==> config.mk <==
export PLATFORM = sky130hd
export DESIGN_NAME = tbx_exec
export DESIGN_NICKNAME = d
export VERILOG_FILES = /design/src/include/tbx_pkg.sv /design/src/design/tbx_exec.sv /design/src/design/tbx_rotate.sv /design/src/design/tbx_flag_unit.sv
export SDC_FILE = /design/constraint.sdc
export NUM_CORES = 1
export LEC_CHECK = 0
export ABC_AREA = 1
export BUFFER_PORTS_ARGS = -buffer_cell sky130_fd_sc_hd__buf_2
export CORE_UTILIZATION = 45
export CTS_CLUSTER_SIZE = 10
export DETAILED_ROUTE_END_ITERATION = 10
export HOLD_SLACK_MARGIN = 0.02
export PLACE_DENSITY_LB_ADDON = 0.05
export SKIP_CTS_REPAIR_TIMING = 1
export SYNTH_ARGS = -nofsm -noshare
export SYNTH_HDL_FRONTEND = slang
export SYNTH_SLANG_ARGS = --single-unit
export TNS_END_PERCENT = 100
==> constraint.sdc <==
create_clock -name sys_clk -period 7.8 [get_ports sys_clk]
set_input_delay 1.17 -clock sys_clk [delete_from_list [all_inputs] [get_ports sys_clk]]
set_output_delay 1.17 -clock sys_clk [all_outputs]
set_load 0.02 [all_outputs]
==> src/include/tbx_pkg.sv <==
// Shared constants and types for the transfer, bit and flag execution unit
//
// Summary of operation
// - Post-increment program load reads byte at Z into register, bumps Z, 3 cycles.
// - Extended load addresses page extension above Z; no operand means R0; 3 cycles.
// - Extended post-increment bumps page extension and Z as one 24-bit value.
// - Push writes source register onto data stack in 2 cycles, flags kept.
// - Pop loads destination register from data stack in 2 cycles, flags kept.
// - I/O bit set or clear changes only bit b of port P in 2 cycles.
// - Rotate left through carry: old carry into bit 0, bit 7 to carry, ZCNV.
// - Rotate right through carry: old carry into bit 7, bit 0 to carry, ZCNV.
// - Bit store copies register bit b into transfer flag only, one cycle.
// - Bit load copies transfer flag into register bit b, one cycle, flags kept.
// - Single-cycle ops set or clear sign flag, or global interrupt enable.
// - Single-cycle ops set or clear overflow, carry, negative or zero alone.
// - Single-cycle ops set or clear half-carry or transfer flag alone.
// - Sleep issues in one cycle, flags kept, and requests power management.
// - Watchdog restart takes one cycle, flags kept, pulses the watchdog restart.
// - Break acts only with on-chip debug enabled; flags untouched.
package tbx_pkg;

  // ==========================================================
  // Widths
  localparam int DATA_W = 8;
  localparam int GPR_N = 32;
  localparam int GPR_IW = 5;
  localparam int BIT_IW = 3;
  localparam int IO_AW = 6;
  localparam int Z_W = 16;
  localparam int PM_AW = 24;
  localparam int SP_W = 16;
  localparam int OP_W = 5;
  localparam int OFS_W = 8;

  // ==========================================================
  // Register map (byte offsets, low address bits)
  localparam logic [OFS_W-1:0] OFS_CMD = 8'h00;
  localparam logic [OFS_W-1:0] OFS_STAT = 8'h04;
  localparam logic [OFS_W-1:0] OFS_FLAGS = 8'h08;
  localparam logic [OFS_W-1:0] OFS_PAGE = 8'h0c;
  localparam logic [OFS_W-1:0] OFS_SP = 8'h10;
  localparam logic [OFS_W-1:0] OFS_GPR = 8'h80;
  localparam logic [OFS_W-1:0] GPR_MASK = 8'h80;
  localparam int GPR_IDX_LSB = 2;

  // Command word fields
  localparam int CMD_OP_LSB = 0;
  localparam int CMD_REG_LSB = 8;
  localparam int CMD_BIT_LSB = 16;
  localparam int CMD_IO_LSB = 24;
  localparam int STAT_BUSY = 0;

  // ==========================================================
  // Reset values and address steps
  localparam logic [DATA_W-1:0] FLAGS_RST = 8'h00;
  localparam logic [DATA_W-1:0] PAGE_RST = 8'h00;
  localparam logic [SP_W-1:0] SP_RST = 16'h0fff;
  localparam logic [SP_W-1:0] SP_STEP = 16'h0001;
  localparam logic [PM_AW-1:0] PM_STEP = 24'h000001;

  // ==========================================================
  // Status flag positions and special registers
  localparam int FLG_C = 0;
  localparam int FLG_Z = 1;
  localparam int FLG_N = 2;
  localparam int FLG_V = 3;
  localparam int FLG_S = 4;
  localparam int FLG_H = 5;
  localparam int FLG_T = 6;
  localparam int FLG_I = 7;
  localparam logic [GPR_IW-1:0] R_WLO = 5'h00;
  localparam logic [GPR_IW-1:0] R_WHI = 5'h01;
  localparam logic [GPR_IW-1:0] R_ZLO = 5'h1e;
  localparam logic [GPR_IW-1:0] R_ZHI = 5'h1f;

  // ==========================================================
  // Operations, numbered in this order from zero
  typedef enum logic [OP_W-1:0] {
    OP_NOP,
    OP_PML_R0,
    OP_PML,
    OP_PML_INC,
    OP_XPML_R0,
    OP_XPML,
    OP_XPML_INC,
    OP_PMS,
    OP_IN,
    OP_OUT,
    OP_PUSH,
    OP_POP,
    OP_IO_BSET,
    OP_IO_BCLR,
    OP_ROT_L,
    OP_ROT_R,
    OP_T_STORE,
    OP_T_LOAD,
    OP_FLAG_SET,
    OP_FLAG_CLR,
    OP_SLEEP,
    OP_WDOG,
    OP_BREAK
  } tbx_op_t;

  typedef enum logic [2:0] {
    ST_IDLE,
    ST_EXEC,
    ST_PM_WAIT,
    ST_PM_TAKE,
    ST_STEP2
  } tbx_state_t;

endpackage

==> src/design/tbx_exec.sv <==
// Execution unit for transfer, bit and flag operations behind an AHB-Lite slave
//
// Our own choices: the AHB-Lite interface to the registers and the placing of the registers.
`timescale 1ns/10ps
module tbx_exec (
  input wire logic sys_clk,
  input wire logic rst,
  input wire logic hsel,
  input wire logic [31:0] haddr,
  input wire logic [1:0] htrans,
  input wire logic hwrite,
  input wire logic [2:0] hsize,
  input wire logic [31:0] hwdata,
  input wire logic hready,
  output logic hreadyout,
  output logic hresp,
  output logic [31:0] hrdata,
  output logic [tbx_pkg::PM_AW-1:0] pm_addr,
  output logic pm_rd,
  input wire logic [tbx_pkg::DATA_W-1:0] pm_rdata,
  output logic pm_wr,
  output logic [2*tbx_pkg::DATA_W-1:0] pm_wdata,
  output logic [tbx_pkg::SP_W-1:0] stk_addr,
  output logic stk_we,
  output logic [tbx_pkg::DATA_W-1:0] stk_wdata,
  output logic stk_rd,
  input wire logic [tbx_pkg::DATA_W-1:0] stk_rdata,
  output logic [tbx_pkg::IO_AW-1:0] io_addr,
  output logic io_rd,
  input wire logic [tbx_pkg::DATA_W-1:0] io_rdata,
  output logic io_we,
  output logic [tbx_pkg::DATA_W-1:0] io_wdata,
  input wire logic dbg_en,
  output logic sleep_req,
  output logic wdt_restart,
  output logic break_req
);
  import tbx_pkg::*;

  // ==========================================================
  // Helpers
  function automatic logic is_gpr(input logic [OFS_W-1:0] ofs);
    return (ofs & GPR_MASK) == OFS_GPR;
  endfunction

  function automatic logic [GPR_IW-1:0] gpr_idx(input logic [OFS_W-1:0] ofs);
    return ofs[GPR_IDX_LSB +: GPR_IW];
  endfunction

  function automatic logic [DATA_W-1:0] bit_mask(input logic [BIT_IW-1:0] b);
    logic [DATA_W-1:0] m;
    m = '0;
    m[b] = 1'b1;
    return m;
  endfunction

  // ==========================================================
  // State
  logic [DATA_W-1:0] gpr_r [GPR_N];
  logic [DATA_W-1:0] flags_r;
  logic [DATA_W-1:0] flags_nxt;
  logic [DATA_W-1:0] page_r;
  logic [SP_W-1:0] sp_r;
  tbx_state_t state_r;
  tbx_state_t state_nxt;
  tbx_op_t op_r;
  tbx_op_t go_op;
  logic [GPR_IW-1:0] sel_r;
  logic [BIT_IW-1:0] bit_r;
  logic [PM_AW-1:0] pm_addr_r;
  logic [SP_W-1:0] stk_addr_r;
  logic [IO_AW-1:0] io_addr_r;
  logic [DATA_W-1:0] io_wdata_r;
  logic [DATA_W-1:0] stk_wdata_r;
  logic [2*DATA_W-1:0] pm_wdata_r;
  logic ap_wr_r;
  logic ap_rd_r;
  logic [OFS_W-1:0] ap_ofs_r;

  // ==========================================================
  // AHB-Lite slave: zero wait states, always OKAY
  wire ap_take = hsel & htrans[1] & hready;
  wire busy = (state_r != ST_IDLE);
  // Register writes are dropped while an operation runs, so software polls busy first
  wire bus_wr = ap_wr_r & ~busy;
  wire cmd_go = bus_wr & (ap_ofs_r == OFS_CMD);
  wire wr_gpr = bus_wr & is_gpr(ap_ofs_r);
  wire wr_flags = bus_wr & (ap_ofs_r == OFS_FLAGS);
  wire wr_page = bus_wr & (ap_ofs_r == OFS_PAGE);
  wire wr_sp = bus_wr & (ap_ofs_r == OFS_SP);

  always_ff @(posedge sys_clk)
  begin
    if (rst)
    begin
      ap_wr_r <= 1'b0;
      ap_rd_r <= 1'b0;
      ap_ofs_r <= '0;
    end
    else
    begin
      ap_wr_r <= ap_take & hwrite;
      ap_rd_r <= ap_take & ~hwrite;
      if (ap_take)
        ap_ofs_r <= haddr[OFS_W-1:0];
    end
  end

  wire [DATA_W-1:0] rd_gpr = gpr_r[gpr_idx(ap_ofs_r)];
  wire [31:0] rd_mux =
    is_gpr(ap_ofs_r) ? {24'h000000, rd_gpr} :
    (ap_ofs_r == OFS_CMD) ? {27'h0000000, op_r} :
    (ap_ofs_r == OFS_STAT) ? {31'h00000000, busy} :
    (ap_ofs_r == OFS_FLAGS) ? {24'h000000, flags_r} :
    (ap_ofs_r == OFS_PAGE) ? {24'h000000, page_r} :
    (ap_ofs_r == OFS_SP) ? {16'h0000, sp_r} : 32'h00000000;
  assign hrdata = ap_rd_r ? rd_mux : 32'h00000000;
  assign hreadyout = 1'b1;
  assign hresp = 1'b0;

  // ==========================================================
  // Command capture
  assign go_op = tbx_op_t'(hwdata[CMD_OP_LSB +: OP_W]);
  wire [GPR_IW-1:0] go_sel = hwdata[CMD_REG_LSB +: GPR_IW];
  wire [BIT_IW-1:0] go_bit = hwdata[CMD_BIT_LSB +: BIT_IW];
  wire [IO_AW-1:0] go_io = hwdata[CMD_IO_LSB +: IO_AW];
  wire [Z_W-1:0] z_cur = {gpr_r[R_ZHI], gpr_r[R_ZLO]};
  wire go_ext = (go_op == OP_XPML_R0) | (go_op == OP_XPML) | (go_op == OP_XPML_INC);
  wire [PM_AW-1:0] go_pm_addr = go_ext ? {page_r, z_cur} : {{(PM_AW-Z_W){1'b0}}, z_cur};

  always_ff @(posedge sys_clk)
  begin
    if (rst)
    begin
      op_r <= OP_NOP;
      sel_r <= '0;
      bit_r <= '0;
      pm_addr_r <= '0;
      stk_addr_r <= '0;
      io_addr_r <= '0;
      stk_wdata_r <= '0;
      pm_wdata_r <= '0;
    end
    else if (cmd_go)
    begin
      op_r <= go_op;
      sel_r <= go_sel;
      bit_r <= go_bit;
      pm_addr_r <= go_pm_addr;
      stk_addr_r <= (go_op == OP_POP) ? sp_r + SP_STEP : sp_r;
      io_addr_r <= go_io;
      stk_wdata_r <= gpr_r[go_sel];
      pm_wdata_r <= {gpr_r[R_WHI], gpr_r[R_WLO]};
    end
  end

  // ==========================================================
  // Sequencer
  wire in_exec = (state_r == ST_EXEC);
  wire in_step2 = (state_r == ST_STEP2);
  wire in_take = (state_r == ST_PM_TAKE);
  wire is_pm_ld = (op_r == OP_PML_R0) | (op_r == OP_PML) | (op_r == OP_PML_INC) |
                  (op_r == OP_XPML_R0) | (op_r == OP_XPML) | (op_r == OP_XPML_INC);
  wire is_io_bit = (op_r == OP_IO_BSET) | (op_r == OP_IO_BCLR);
  wire is_two = (op_r == OP_PUSH) | (op_r == OP_POP) | is_io_bit;

  always_comb
  begin
    state_nxt = state_r;
    unique case (state_r)
      ST_IDLE: state_nxt = cmd_go ? ST_EXEC : ST_IDLE;
      ST_EXEC: state_nxt = is_pm_ld ? ST_PM_WAIT : (is_two ? ST_STEP2 : ST_IDLE);
      ST_PM_WAIT: state_nxt = ST_PM_TAKE;
      ST_PM_TAKE: state_nxt = ST_IDLE;
      ST_STEP2: state_nxt = ST_IDLE;
      default: state_nxt = ST_IDLE;
    endcase
  end

  always_ff @(posedge sys_clk)
  begin
    if (rst)
      state_r <= ST_IDLE;
    else
      state_r <= state_nxt;
  end

  // ==========================================================
  // Outside strobes
  assign pm_addr = pm_addr_r;
  assign pm_wdata = pm_wdata_r;
  assign stk_addr = stk_addr_r;
  assign stk_wdata = stk_wdata_r;
  assign io_addr = io_addr_r;
  assign io_wdata = io_wdata_r;
  assign pm_rd = in_exec & is_pm_ld;
  assign pm_wr = in_exec & (op_r == OP_PMS);
  assign stk_we = in_exec & (op_r == OP_PUSH);
  assign stk_rd = in_step2 & (op_r == OP_POP);
  assign io_rd = in_exec & ((op_r == OP_IN) | is_io_bit);
  assign io_we = (in_exec & (op_r == OP_OUT)) | (in_step2 & is_io_bit);
  assign sleep_req = in_exec & (op_r == OP_SLEEP);
  assign wdt_restart = in_exec & (op_r == OP_WDOG);
  assign break_req = in_exec & (op_r == OP_BREAK) & dbg_en;

  // Read-modify-write of one port bit; OUT data comes straight from the register
  wire [DATA_W-1:0] io_mask = bit_mask(bit_r);
  wire [DATA_W-1:0] io_bit_val = (op_r == OP_IO_BSET) ? (io_rdata | io_mask) :
                                                       (io_rdata & ~io_mask);

  always_ff @(posedge sys_clk)
  begin
    if (rst)
      io_wdata_r <= '0;
    else if (cmd_go)
      io_wdata_r <= gpr_r[go_sel];
    else if (in_exec & is_io_bit)
      io_wdata_r <= io_bit_val;
  end

  // ==========================================================
  // Rotate and flags
  logic [DATA_W-1:0] rot_res;
  logic rot_c;
  logic rot_z;
  logic rot_n;
  logic rot_v;
  wire [DATA_W-1:0] src_val = gpr_r[sel_r];

  tbx_rotate #(.W(DATA_W)) u_rot (
    .val(src_val),
    .cin(flags_r[FLG_C]),
    .left(op_r == OP_ROT_L),
    .res(rot_res),
    .c_out(rot_c),
    .z_out(rot_z),
    .n_out(rot_n),
    .v_out(rot_v)
  );

  tbx_flag_unit u_flag (
    .op(op_r),
    .bit_sel(bit_r),
    .flags_cur(flags_r),
    .src(src_val),
    .rot_c(rot_c),
    .rot_z(rot_z),
    .rot_n(rot_n),
    .rot_v(rot_v),
    .flags_nxt(flags_nxt)
  );

  // ==========================================================
  // Register file write-back
  wire is_rot = (op_r == OP_ROT_L) | (op_r == OP_ROT_R);
  wire to_r0 = (op_r == OP_PML_R0) | (op_r == OP_XPML_R0);
  wire [DATA_W-1:0] tload_val = (src_val & ~io_mask) | (flags_r[FLG_T] ? io_mask : '0);
  wire x_wen = in_take | (in_step2 & (op_r == OP_POP)) |
               (in_exec & ((op_r == OP_IN) | is_rot | (op_r == OP_T_LOAD)));
  wire [GPR_IW-1:0] x_idx = (in_take & to_r0) ? R_WLO : sel_r;
  wire [DATA_W-1:0] x_dat = in_take ? pm_rdata :
                            in_step2 ? stk_rdata :
                            (op_r == OP_IN) ? io_rdata :
                            is_rot ? rot_res : tload_val;
  // Increment lands in the same cycle as the byte and is written last, so Z as a destination is overwritten
  wire z_inc = in_take & ((op_r == OP_PML_INC) | (op_r == OP_XPML_INC));
  wire [PM_AW-1:0] pm_next = pm_addr_r + PM_STEP;

  always_ff @(posedge sys_clk)
  begin
    if (rst)
    begin
      for (int i = 0; i < GPR_N; i++)
        gpr_r[i] <= '0;
    end
    else
    begin
      if (wr_gpr)
        gpr_r[gpr_idx(ap_ofs_r)] <= hwdata[DATA_W-1:0];
      if (x_wen)
        gpr_r[x_idx] <= x_dat;
      if (z_inc)
      begin
        gpr_r[R_ZLO] <= pm_next[DATA_W-1:0];
        gpr_r[R_ZHI] <= pm_next[Z_W-1:DATA_W];
      end
    end
  end

  // ==========================================================
  // Page extension, stack pointer and status flags
  always_ff @(posedge sys_clk)
  begin
    if (rst)
    begin
      page_r <= PAGE_RST;
      sp_r <= SP_RST;
      flags_r <= FLAGS_RST;
    end
    else
    begin
      if (wr_page)
        page_r <= hwdata[DATA_W-1:0];
      else if (z_inc & (op_r == OP_XPML_INC))
        page_r <= pm_next[PM_AW-1:Z_W];
      if (wr_sp)
        sp_r <= hwdata[SP_W-1:0];
      else if (in_exec & (op_r == OP_PUSH))
        sp_r <= sp_r - SP_STEP;
      else if (in_exec & (op_r == OP_POP))
        sp_r <= sp_r + SP_STEP;
      if (wr_flags)
        flags_r <= hwdata[DATA_W-1:0];
      else if (in_exec)
        flags_r <= flags_nxt;
    end
  end
endmodule

==> src/design/tbx_rotate.sv <==
// Rotate through carry with flag results
`timescale 1ns/10ps
module tbx_rotate #(
  parameter int W = tbx_pkg::DATA_W
) (
  input wire logic [W-1:0] val,
  input wire logic cin,
  input wire logic left,
  output logic [W-1:0] res,
  output logic c_out,
  output logic z_out,
  output logic n_out,
  output logic v_out
);
  import tbx_pkg::*;

  // ==========================================================
  // Datapath
  assign res = left ? {val[W-2:0], cin} : {cin, val[W-1:1]};
  assign c_out = left ? val[W-1] : val[0];
  assign z_out = (res == '0);
  assign n_out = res[W-1];
  assign v_out = n_out ^ c_out;
endmodule

==> src/design/tbx_flag_unit.sv <==
// Next status flag value for the flag-touching operations
`timescale 1ns/10ps
module tbx_flag_unit (
  input wire tbx_pkg::tbx_op_t op,
  input wire logic [tbx_pkg::BIT_IW-1:0] bit_sel,
  input wire logic [tbx_pkg::DATA_W-1:0] flags_cur,
  input wire logic [tbx_pkg::DATA_W-1:0] src,
  input wire logic rot_c,
  input wire logic rot_z,
  input wire logic rot_n,
  input wire logic rot_v,
  output logic [tbx_pkg::DATA_W-1:0] flags_nxt
);
  import tbx_pkg::*;

  // ==========================================================
  // Flag update
  always_comb
  begin
    flags_nxt = flags_cur;
    unique case (op)
      OP_FLAG_SET: flags_nxt[bit_sel] = 1'b1;
      OP_FLAG_CLR: flags_nxt[bit_sel] = 1'b0;
      OP_T_STORE: flags_nxt[FLG_T] = src[bit_sel];
      OP_ROT_L, OP_ROT_R:
      begin
        // Sign and half-carry are left alone here
        flags_nxt[FLG_C] = rot_c;
        flags_nxt[FLG_Z] = rot_z;
        flags_nxt[FLG_N] = rot_n;
        flags_nxt[FLG_V] = rot_v;
      end
      default: flags_nxt = flags_cur;
    endcase
  end
endmodule

**Word-level counts from Yosys, hierarchy flattened**

Memories as Yosys holds them, arrays and structs flattened. A register that Yosys moved wholly into a read port is not among the register bits.
Cells that the tools add are included.

- Muxes and demuxes: 62
- Bitwise logic cells: 64
- Reduce and logical (&&, ||, !) cells: 18
- $lt $le $gt $ge: 2
- Equal/unequal tests: 36
- $add $sub $neg: 3

Operator list:

| kind | count |
|---|---|
| 2-to-1 mux 16 bit | 11 |
| 2-to-1 mux 8 bit | 17 |
| == test 5 x 4 -> 1 bit (second input constant) | 9 |
| == test 5 bit (second input constant) | 9 |
| == test 5 x 3 -> 1 bit (second input constant) | 7 |
| 2-to-1 mux 5 bit | 7 |
| bitwise AND 1 bit | 31 |
| adder 24 x 1 -> 24 bit (second input constant) | 1 |
| bitwise AND 8 bit | 3 |
| 2-to-1 mux 24 bit | 1 |
| bitwise OR 8 bit | 3 |
| bitwise OR 1 bit | 21 |
| 2-to-1 mux 1 bit | 17 |
| adder 16 x 1 -> 16 bit (second input constant) | 1 |
| == test 8 x 4 -> 1 bit (second input constant) | 2 |
| zero test 8 bit | 2 |
| OR reduction 8 bit | 2 |
| subtractor 16 x 1 -> 16 bit (second input constant) | 1 |
| case mux 4 bit (3 select lines) | 1 |
| == test 5 x 2 -> 1 bit (second input constant) | 2 |
| case mux 3 bit (3 select lines) | 1 |
| nonzero test 3 bit | 3 |
| == test 8 x 3 -> 1 bit (second input constant) | 1 |
| == test 8 x 5 -> 1 bit (second input constant) | 1 |
| 21 further kinds | 31 |

- Logic and storage cells: 203
- Bits in writable memories: 256
- Memories kept: 1
- Flip-flop bits (word level): 120

Memory list:

| name | words | bits a word | read ports | clocked after Yosys merged registers in | wr ports | RTL line | RTL |
|---|---|---|---|---|---|---|---|
| gpr_r | 32 | 8 | 7 | 4 | 32 | tbx_exec.sv:59 | `logic [DATA_W-1:0] gpr_r [GPR_N];` |

**Logic depth before layout (Yosys ltp)**

Gate-level depths: netlist of run 1.

- Word-level depth: 13
- Mapped depth: 20
- Mapped depth without buffers: 19

**Hierarchy**

From an unflattened synthesis of run 1, not the netlist that was laid out.

- Cell total of the unflattened synthesis: 3678
- Area total of the unflattened synthesis: 26117.5 um2

Modules (own cells, without submodules):

| module | cells each | instances | area each (um2) | seq. area each (um2) |
|---|---|---|---|---|
| tbx_exec | 3541 | 1 | 25483.2 | 10610.2 |
| tbx_flag_unit | 99 | 1 | 425.4 | 0.0 |
| tbx_rotate | 38 | 1 | 209.0 | 0.0 |

**Worst setup path before layout of run 1**

OpenSTA, ideal clock, no wires.

- Path type: reg-to-output
- From: reg with a tool-made name
- To: out hrdata[2]
- Slack: 4.496 ns
- Required time: 6.630 ns
- Arrival time: 2.134 ns
- Cell stages (with the launch flop): 11
- Cell sequence: dfxtp_1 clkbuf_1 inv_1 clkbuf_1 clkbuf_1 a21oi_1 o21ai_0 nand3_1 nand3_1 nand3_1 a311oi_1

RTL lines:

| item | RTL line | RTL |
|---|---|---|
| to (decl) | tbx_exec.sv:17 | `output logic [31:0] hrdata,` |

==> metrics.yaml, run 1 <==
finClkSkew_ns: 0.0273
hp-start: "ap_ofs_r[1]$_SDFFE_PP0P_"
path_class: "flop to primary output"
crit_fanout: 92
wl_um: 109000
num_rows: 86
start_util_pct: 46.0
cts_tree: "yes"
hold_end: "ap_ofs_r[1]$_SDFFE_PP0P_"
yosysWarningCount: 0
max_stage_delay_ns: 0.79
setup_violations: 0
syn_area_um2: 25500
synth_top_cell_area_share_pct: 30.1
critPathTopFamily: "buffers and inverters"
layout.nets: 3685
whs_path_depth: 2
io_pins: 220
yosysMostFrequentCell: "nand2_1"
ys_ff_latch: 402
clk_path_buf_depth: 3
grt.overflow.total: 0
port_buffers: 166
die_h_um: 240
cp_cell_sequence: "buf_4 > inv_6 > buf_4 > a21oi_1 > o21ai_0 > nand3_1 > o211ai_1 > nand3_1 > a311oi_1 > buf_2"
hp-class: "flop to flop"
layout-drive-gt1-share_pct: 10.2
fillerInstances: 5574
die_area_um2: 57700
ant_nets: 0
area_growth_syn_to_layout_pct: 10.3
required_ns: 6.63
cts_max_level: 2
grt_pass1_vias: 24973
synth_top_cell_by_area: "edfxtp_1"
grt_pass1_wl_um: 158000
core-area_um2: 55500
status: "completed"
cts.sink_count: 402
reg2reg_to: "gpr_r[30][2]$_DFFE_PP_"
postSynthAreaPerCell_um2: 7.12
grt_max_degree: 101
finalCritPeriodShare_pct: 71.5
cts_root_buf: "clkbuf_16"
wl_per_cell_um: 24.9
timing.fmax_mhz: 179
synthTopCellsByArea: "edfxtp_1 (30%), nand2_1 (12%), dfxtp_1 (11%)"
vias_per_cell: 6.23
cts_inserted_buffers: 50
antenna_found_initial: 2
cap_violations: 0
gp_congestion: 1.00
worst_pin_slew_ns: 1.40
clk_pin_slew_worst_paths_ns: 0.06
multi_input_area_um2: 12600
netlist_instances: 3582
worst-r2r-setup-slack_ns: 2.75
finalNonFillerCells: 4367
drt_pass1_iterations: 8
slew_headroom_pct: 6.67
leakagePower_uw: 0.0119
synthTopCellsByCount: "nand2_1 (814), a21oi_1 (528), nand3_1 (386), o21ai_0 (345), inv_1 (300)"
async_flop_share_pct: 0
vias: 27189
worstPathArrival_ns: 4.41
cp-end-kind: "primary output"
drc: 0
ys_seq_area_share_pct: 41.6
insertion_delay_ns: 0.62
track_usage_pct: 36.9
fp.dieW_um: 240
reg2reg_depth: 19
grt_setup_unrepaired: "false"
power_density_nw_per_um2: 186
crit_slowest_cell: "buf_4"
final.min_clock_period_ns: 5.58
crit_path_start_kind: "flop"
slew_violations: 0
ys.flop_type: "edfxtp_1"
vdd_drop_max_mv: 0.174
post-place-cells: 4279
synth_edf_count: 256
finalSetupTns_ns: 0
finalHoldViolCount: 0
dp_hpwl_um: 72200
area.sequential_um2: 10600
yosysUniqueCellTypes: 58
drt_iter0_markers: 3981
crit_buf_inv: 4
antenna_cells: 0
-- worst max path at each step --
| stage | to | slack, ns | startpoint | cells past startpoint |
|---|---|---|---|---|
| floorplan | hrdata[2] | 4.50 | flop | 10 |
| global placement | gpr_r[30][4]$_DFFE_PP_ | 3.01 | flop | 19 |
| detailed placement | gpr_r[30][2]$_DFFE_PP_ | 2.99 | flop | 19 |
| global route | hrdata[7] | 2.25 | flop | 12 |
| finish | hrdata[3] | 2.22 | flop | 10 |
| CTS | hrdata[3] | 2.45 | flop | 10 |
-- cell usage in the layout (no fill, tap or decap), types with 8 or more instances in the layout --
master / synthesis / layout
or2_2: 13 / 13
inv_2: 12 / 14
clkbuf_16: 0 / 50
conb_1: 2 / 18
o211ai_1: 95 / 95
a21oi_1: 528 / 528
dfxtp_1: 146 / 143
o22ai_1: 37 / 37
o21ai_0: 345 / 344
buf_4: 18 / 48
nand2_1: 814 / 814
nand2_2: 27 / 27
clkinv_1: 9 / 10
xor2_1: 25 / 25
nand3_1: 386 / 386
inv_1: 300 / 294
nor2_1: 156 / 155
o221ai_1: 8 / 8
edfxtp_1: 256 / 256
nor3_1: 36 / 36
nand4_1: 11 / 11
clkbuf_1: 210 / 21
buf_2: 9 / 164
a221oi_1: 8 / 8
-- final cells by class --
class,count,area share (%)
well taps,748,3.33
multi-input cells,2595,44.9
clock inverters,10,0.431
inverters,321,4.32
repair buffers,213,4.24
clock buffers,78,5.07
flip-flops and latches,402,37.7
-- logic make-up (layout without fill, tap and decap cells) --
logic type,after synthesis,after routing,synth area share [%]
AOI/OAI and AO/OA,1070,1070,23.0
other,2,18,0.0294
xor gates and xnor gates,27,27,0.927
buffers and inverters,601,622,9.21
and+or+nand+nor,1474,1474,25.0
DFF,402,402,41.6
muxes,3,3,0.118
adders and majority gates,3,3,0.147
-- flip-flops by register name (all words and copies together), names as in the netlist, 5 cells and up, named ones only --
| register | flops |
|---|---|
| gpr_r | 256 |
| io_wdata | 8 |
| sel_r | 5 |
| sp_r | 16 |
| pm_wdata | 16 |
| io_addr | 6 |
| pm_addr | 24 |
| stk_addr | 16 |
| stk_wdata | 8 |
| ap_ofs_r | 8 |
| op_r | 5 |
| flags_r | 5 |
| page_r | 8 |
-- per-stage QoR --
step / worst slack, ns / utilization (%) / instance area (um2) / hold slack (ns) / total power [uW]
after CTS: 2.45 / 50.7 / 28100 / 0.454 / 5220
after global routing: 2.25 / 50.7 / 28100 / 0.475 / 5370
after detailed placement: 2.99 / 47.9 / 26600 / 0.446 / 2990
final: 2.22 / 50.7 / 28100 / 0.454 / 5250
after floorplan: 4.50 / - / 25600 / 0.429 / 2760
after global placement: 3.01 / 47.9 / 26600 / 0.443 / 2980
-- worst register-to-register path, stage by stage (launching register included) --
cell      delay [ns]
dfxtp_4         0.75
clkinv_2        0.86
buf_4           0.70
nand2_1         0.23
nand3_1         0.08
nand3_1         0.12
nand2_1         0.14
nand2_1         0.09
nand3_1         0.21
nand2_1         0.21
nand2_1         0.10
a21oi_1         0.14
nand2_1         0.09
nand2_1         0.06
nand2_1         0.05
nand2_1         0.07
buf_4           0.50
nand2_1         0.20
nand2_1         0.15
nand2_1         0.05
-- report_power, final --
| group | total [uW] | leakage (uW) | internal (uW) | switching (uW) |
|---|---|---|---|---|
| registers | 2370 | 0.00383 | 2310 | 54.9 |
| logic | 609 | 0.00731 | 149 | 460 |
| clock network | 2270 | 0.000753 | 1310 | 953 |
| total | 5250 | 0.0119 | 3780 | 1470 |
-- routing by layer --
metal | up-vias | share of wire [%] | global-route usage [%]
li1 | 12253 | - | -
met3 | 300 | 11 | 7.19
met2 | 1747 | 44 | 56.0
met1 | 12887 | 40 | 50.6
met4 | 2 | 4.8 | 17.4
met5 | - | 0.011 | 0
Note: power is estimated with default switching activity, not from simulation.
==> inputs of run 2 (changes only) <==
- clock period: 7.8 -> 5.2 ns (I/O delays scaled with it)
==> run 2 against run 1 <==
  * First-iteration DRC count is 10% lower
  * Combinational power is 53% higher
  * Cell count is 0.76% higher
  * Die area stayed put
  * Critical path type unchanged
  * Critical endpoint unchanged
  * Largest cell class unchanged
  * Largest power group unchanged
==> metrics.yaml, run 2 (synthesis results as in run 1) <==
status: "completed"
path_class: "flop to primary output"
dp_hpwl_um: 75700  # +4.8%
reg2reg_depth: 17  # -2
multi_input_area_um2: 12600  # unchanged
cts_tree: "yes"
required_ns: 4.42  # -2.21 ns
fin_util_pct: 51.3  # +0.63 points
worstPathArrival_ns: 3.51  # -0.90 ns
fin_area_um2: 28500  # +1.2%
layout-drive-gt1-share_pct: 10.9  # +0.73 points
cp-end-kind: "primary output"
io_pins: 220  # unchanged
finClkSkew_ns: 0.0346  # +0.00736 ns
grt_max_degree: 106  # +5.0%
final_common_cell: "nand2_1"
vias_per_cell: 6.18  # -0.71%
fillerInstances: 5513  # -1.1%
largest-register: "gpr_r"
whs_path_depth: 2  # unchanged
wl_um: 109000  # +0.31%
grt_setup_unrepaired: "false"
finalSetupTns_ns: 0  # unchanged
drt_pass1_iterations: 6  # -2
antenna_found_initial: 1  # -1
leakagePower_uw: 0.0121  # +1.5%
finalCritPeriodShare_pct: 82.6
core-area_um2: 55500  # unchanged
port_buffers: 166  # unchanged
hp-class: "input pin to flop"
final_cell_mix: "nand2_1 (814), a21oi_1 (528), nand3_1 (386)"
cts.sink_count: 402  # unchanged
drc: 0  # unchanged
die_h_um: 240  # unchanged
drt_iter0_markers: 3582  # -10%
slew_headroom_pct: 11.7  # +5.1 points
vdd_drop_max_mv: 0.234  # +34%
final.min_clock_period_ns: 4.29
clk_path_buf_depth: 3  # unchanged
grt_pass1_wl_um: 159000  # +0.22%
cts_root_buf: "clkbuf_16"
cap_violations: 0  # unchanged
max_stage_delay_ns: 0.62  # -0.17 ns
track_usage_pct: 37.1  # +0.11 points
insertion_delay_ns: 0.63  # about the same
layout.nets: 3716  # +0.84%
area.sequential_um2: 10600  # unchanged
gp_congestion: 1.02  # +2.1%
crit_fanout: 84  # -8.7%
dpl_cell_area_um2: 26900  # +1.3%
crit_path_start_kind: "flop"
power_density_nw_per_um2: 277  # +49%
die_area_um2: 57700  # unchanged
num_rows: 86  # unchanged
finalHoldViolCount: 0  # unchanged
vias: 27200  # +0.040%
area_growth_syn_to_layout_pct: 11.7
timing.fmax_mhz: 233
cp_cell_sequence: "inv_6 > buf_12 > nand2_1 > o211ai_1 > nand3_1 > o211ai_1 > nand3_1 > a311oi_1 > buf_2"
clk_pin_slew_worst_paths_ns: 0.06  # about the same
grt.overflow.total: 0  # unchanged
start_util_pct: 46.0  # unchanged
cts_max_level: 2  # unchanged
slew_violations: 0  # unchanged
wl_per_cell_um: 24.8  # -0.45%
power.total_uw: 7890  # +50%
ant_nets: 0  # unchanged
cts_inserted_buffers: 50  # unchanged
worst_pin_slew_ns: 1.32  # -0.0757 ns
setup_violations: 0  # unchanged
largest_reg_flops: 256  # unchanged
fp.dieW_um: 240  # unchanged
grt_pass1_vias: 24518  # -1.8%
whs_ns: 0.383  # -0.0716 ns
crit_slowest_cell: "a311oi_1"
-- run 2: layer usage --
layer / GRT usage, % / routed length [um] / up-vias
met5: 0 / 0 / -
li1: - / - / 12321
met4: 16.9 / 5240 / 0
met3: 6.12 / 11500 / 296
met1: 51.5 / 44500 / 12874
met2: 56.3 / 47900 / 1709
-- run 2: worst max-delay path, delay by kind of cell (launching register included) --
kind	cells	cell delay, ns
buffers and inverters	3	1.02
AOI/OAI and AO/OA	3	0.99
DFF	1	0.37
and+or+nand+nor	3	0.48
-- run 2: final timing paths --
check                                         startpoint                         end  slack (ns)
worst min register to register  ap_ofs_r[0]$_SDFFE_PP0P_    ap_ofs_r[0]$_SDFFE_PP0P_        0.46
worst min-delay path                              hwrite          ap_rd_r$_SDFF_PP0_        0.38
worst max register to register                      flop  gpr_r[27][7]$_SDFFCE_PN0P_        1.01
worst max-delay path                                flop                   hrdata[3]        0.91
-- run 2: cell type report --
type	count	share of cell area [%]
diodes	1	0.00878
inverters	321	4.26
clock buffers	81	5.19
well taps	748	3.28
flip-flops and latches	402	37.3
repair buffers	244	5.35
multi-input cells	2595	44.3
clock inverters	8	0.294
-- run 2: power breakdown --
part	switching [uW]	internal [uW]	leakage [uW]
combinational	693	237	0.00748
clock	1430	1980	0.000758
sequential	81.8	3470	0.00383
-- run 2: through the flow --
stage / instances / worst slack, ns
floorplan: 3598 / 2.29
global placement: 4310 / 1.21
detailed placement: 4310 / 1.22
CTS: 4399 / 1.01
global route: 4399 / 0.840
finish: 4400 / 0.907
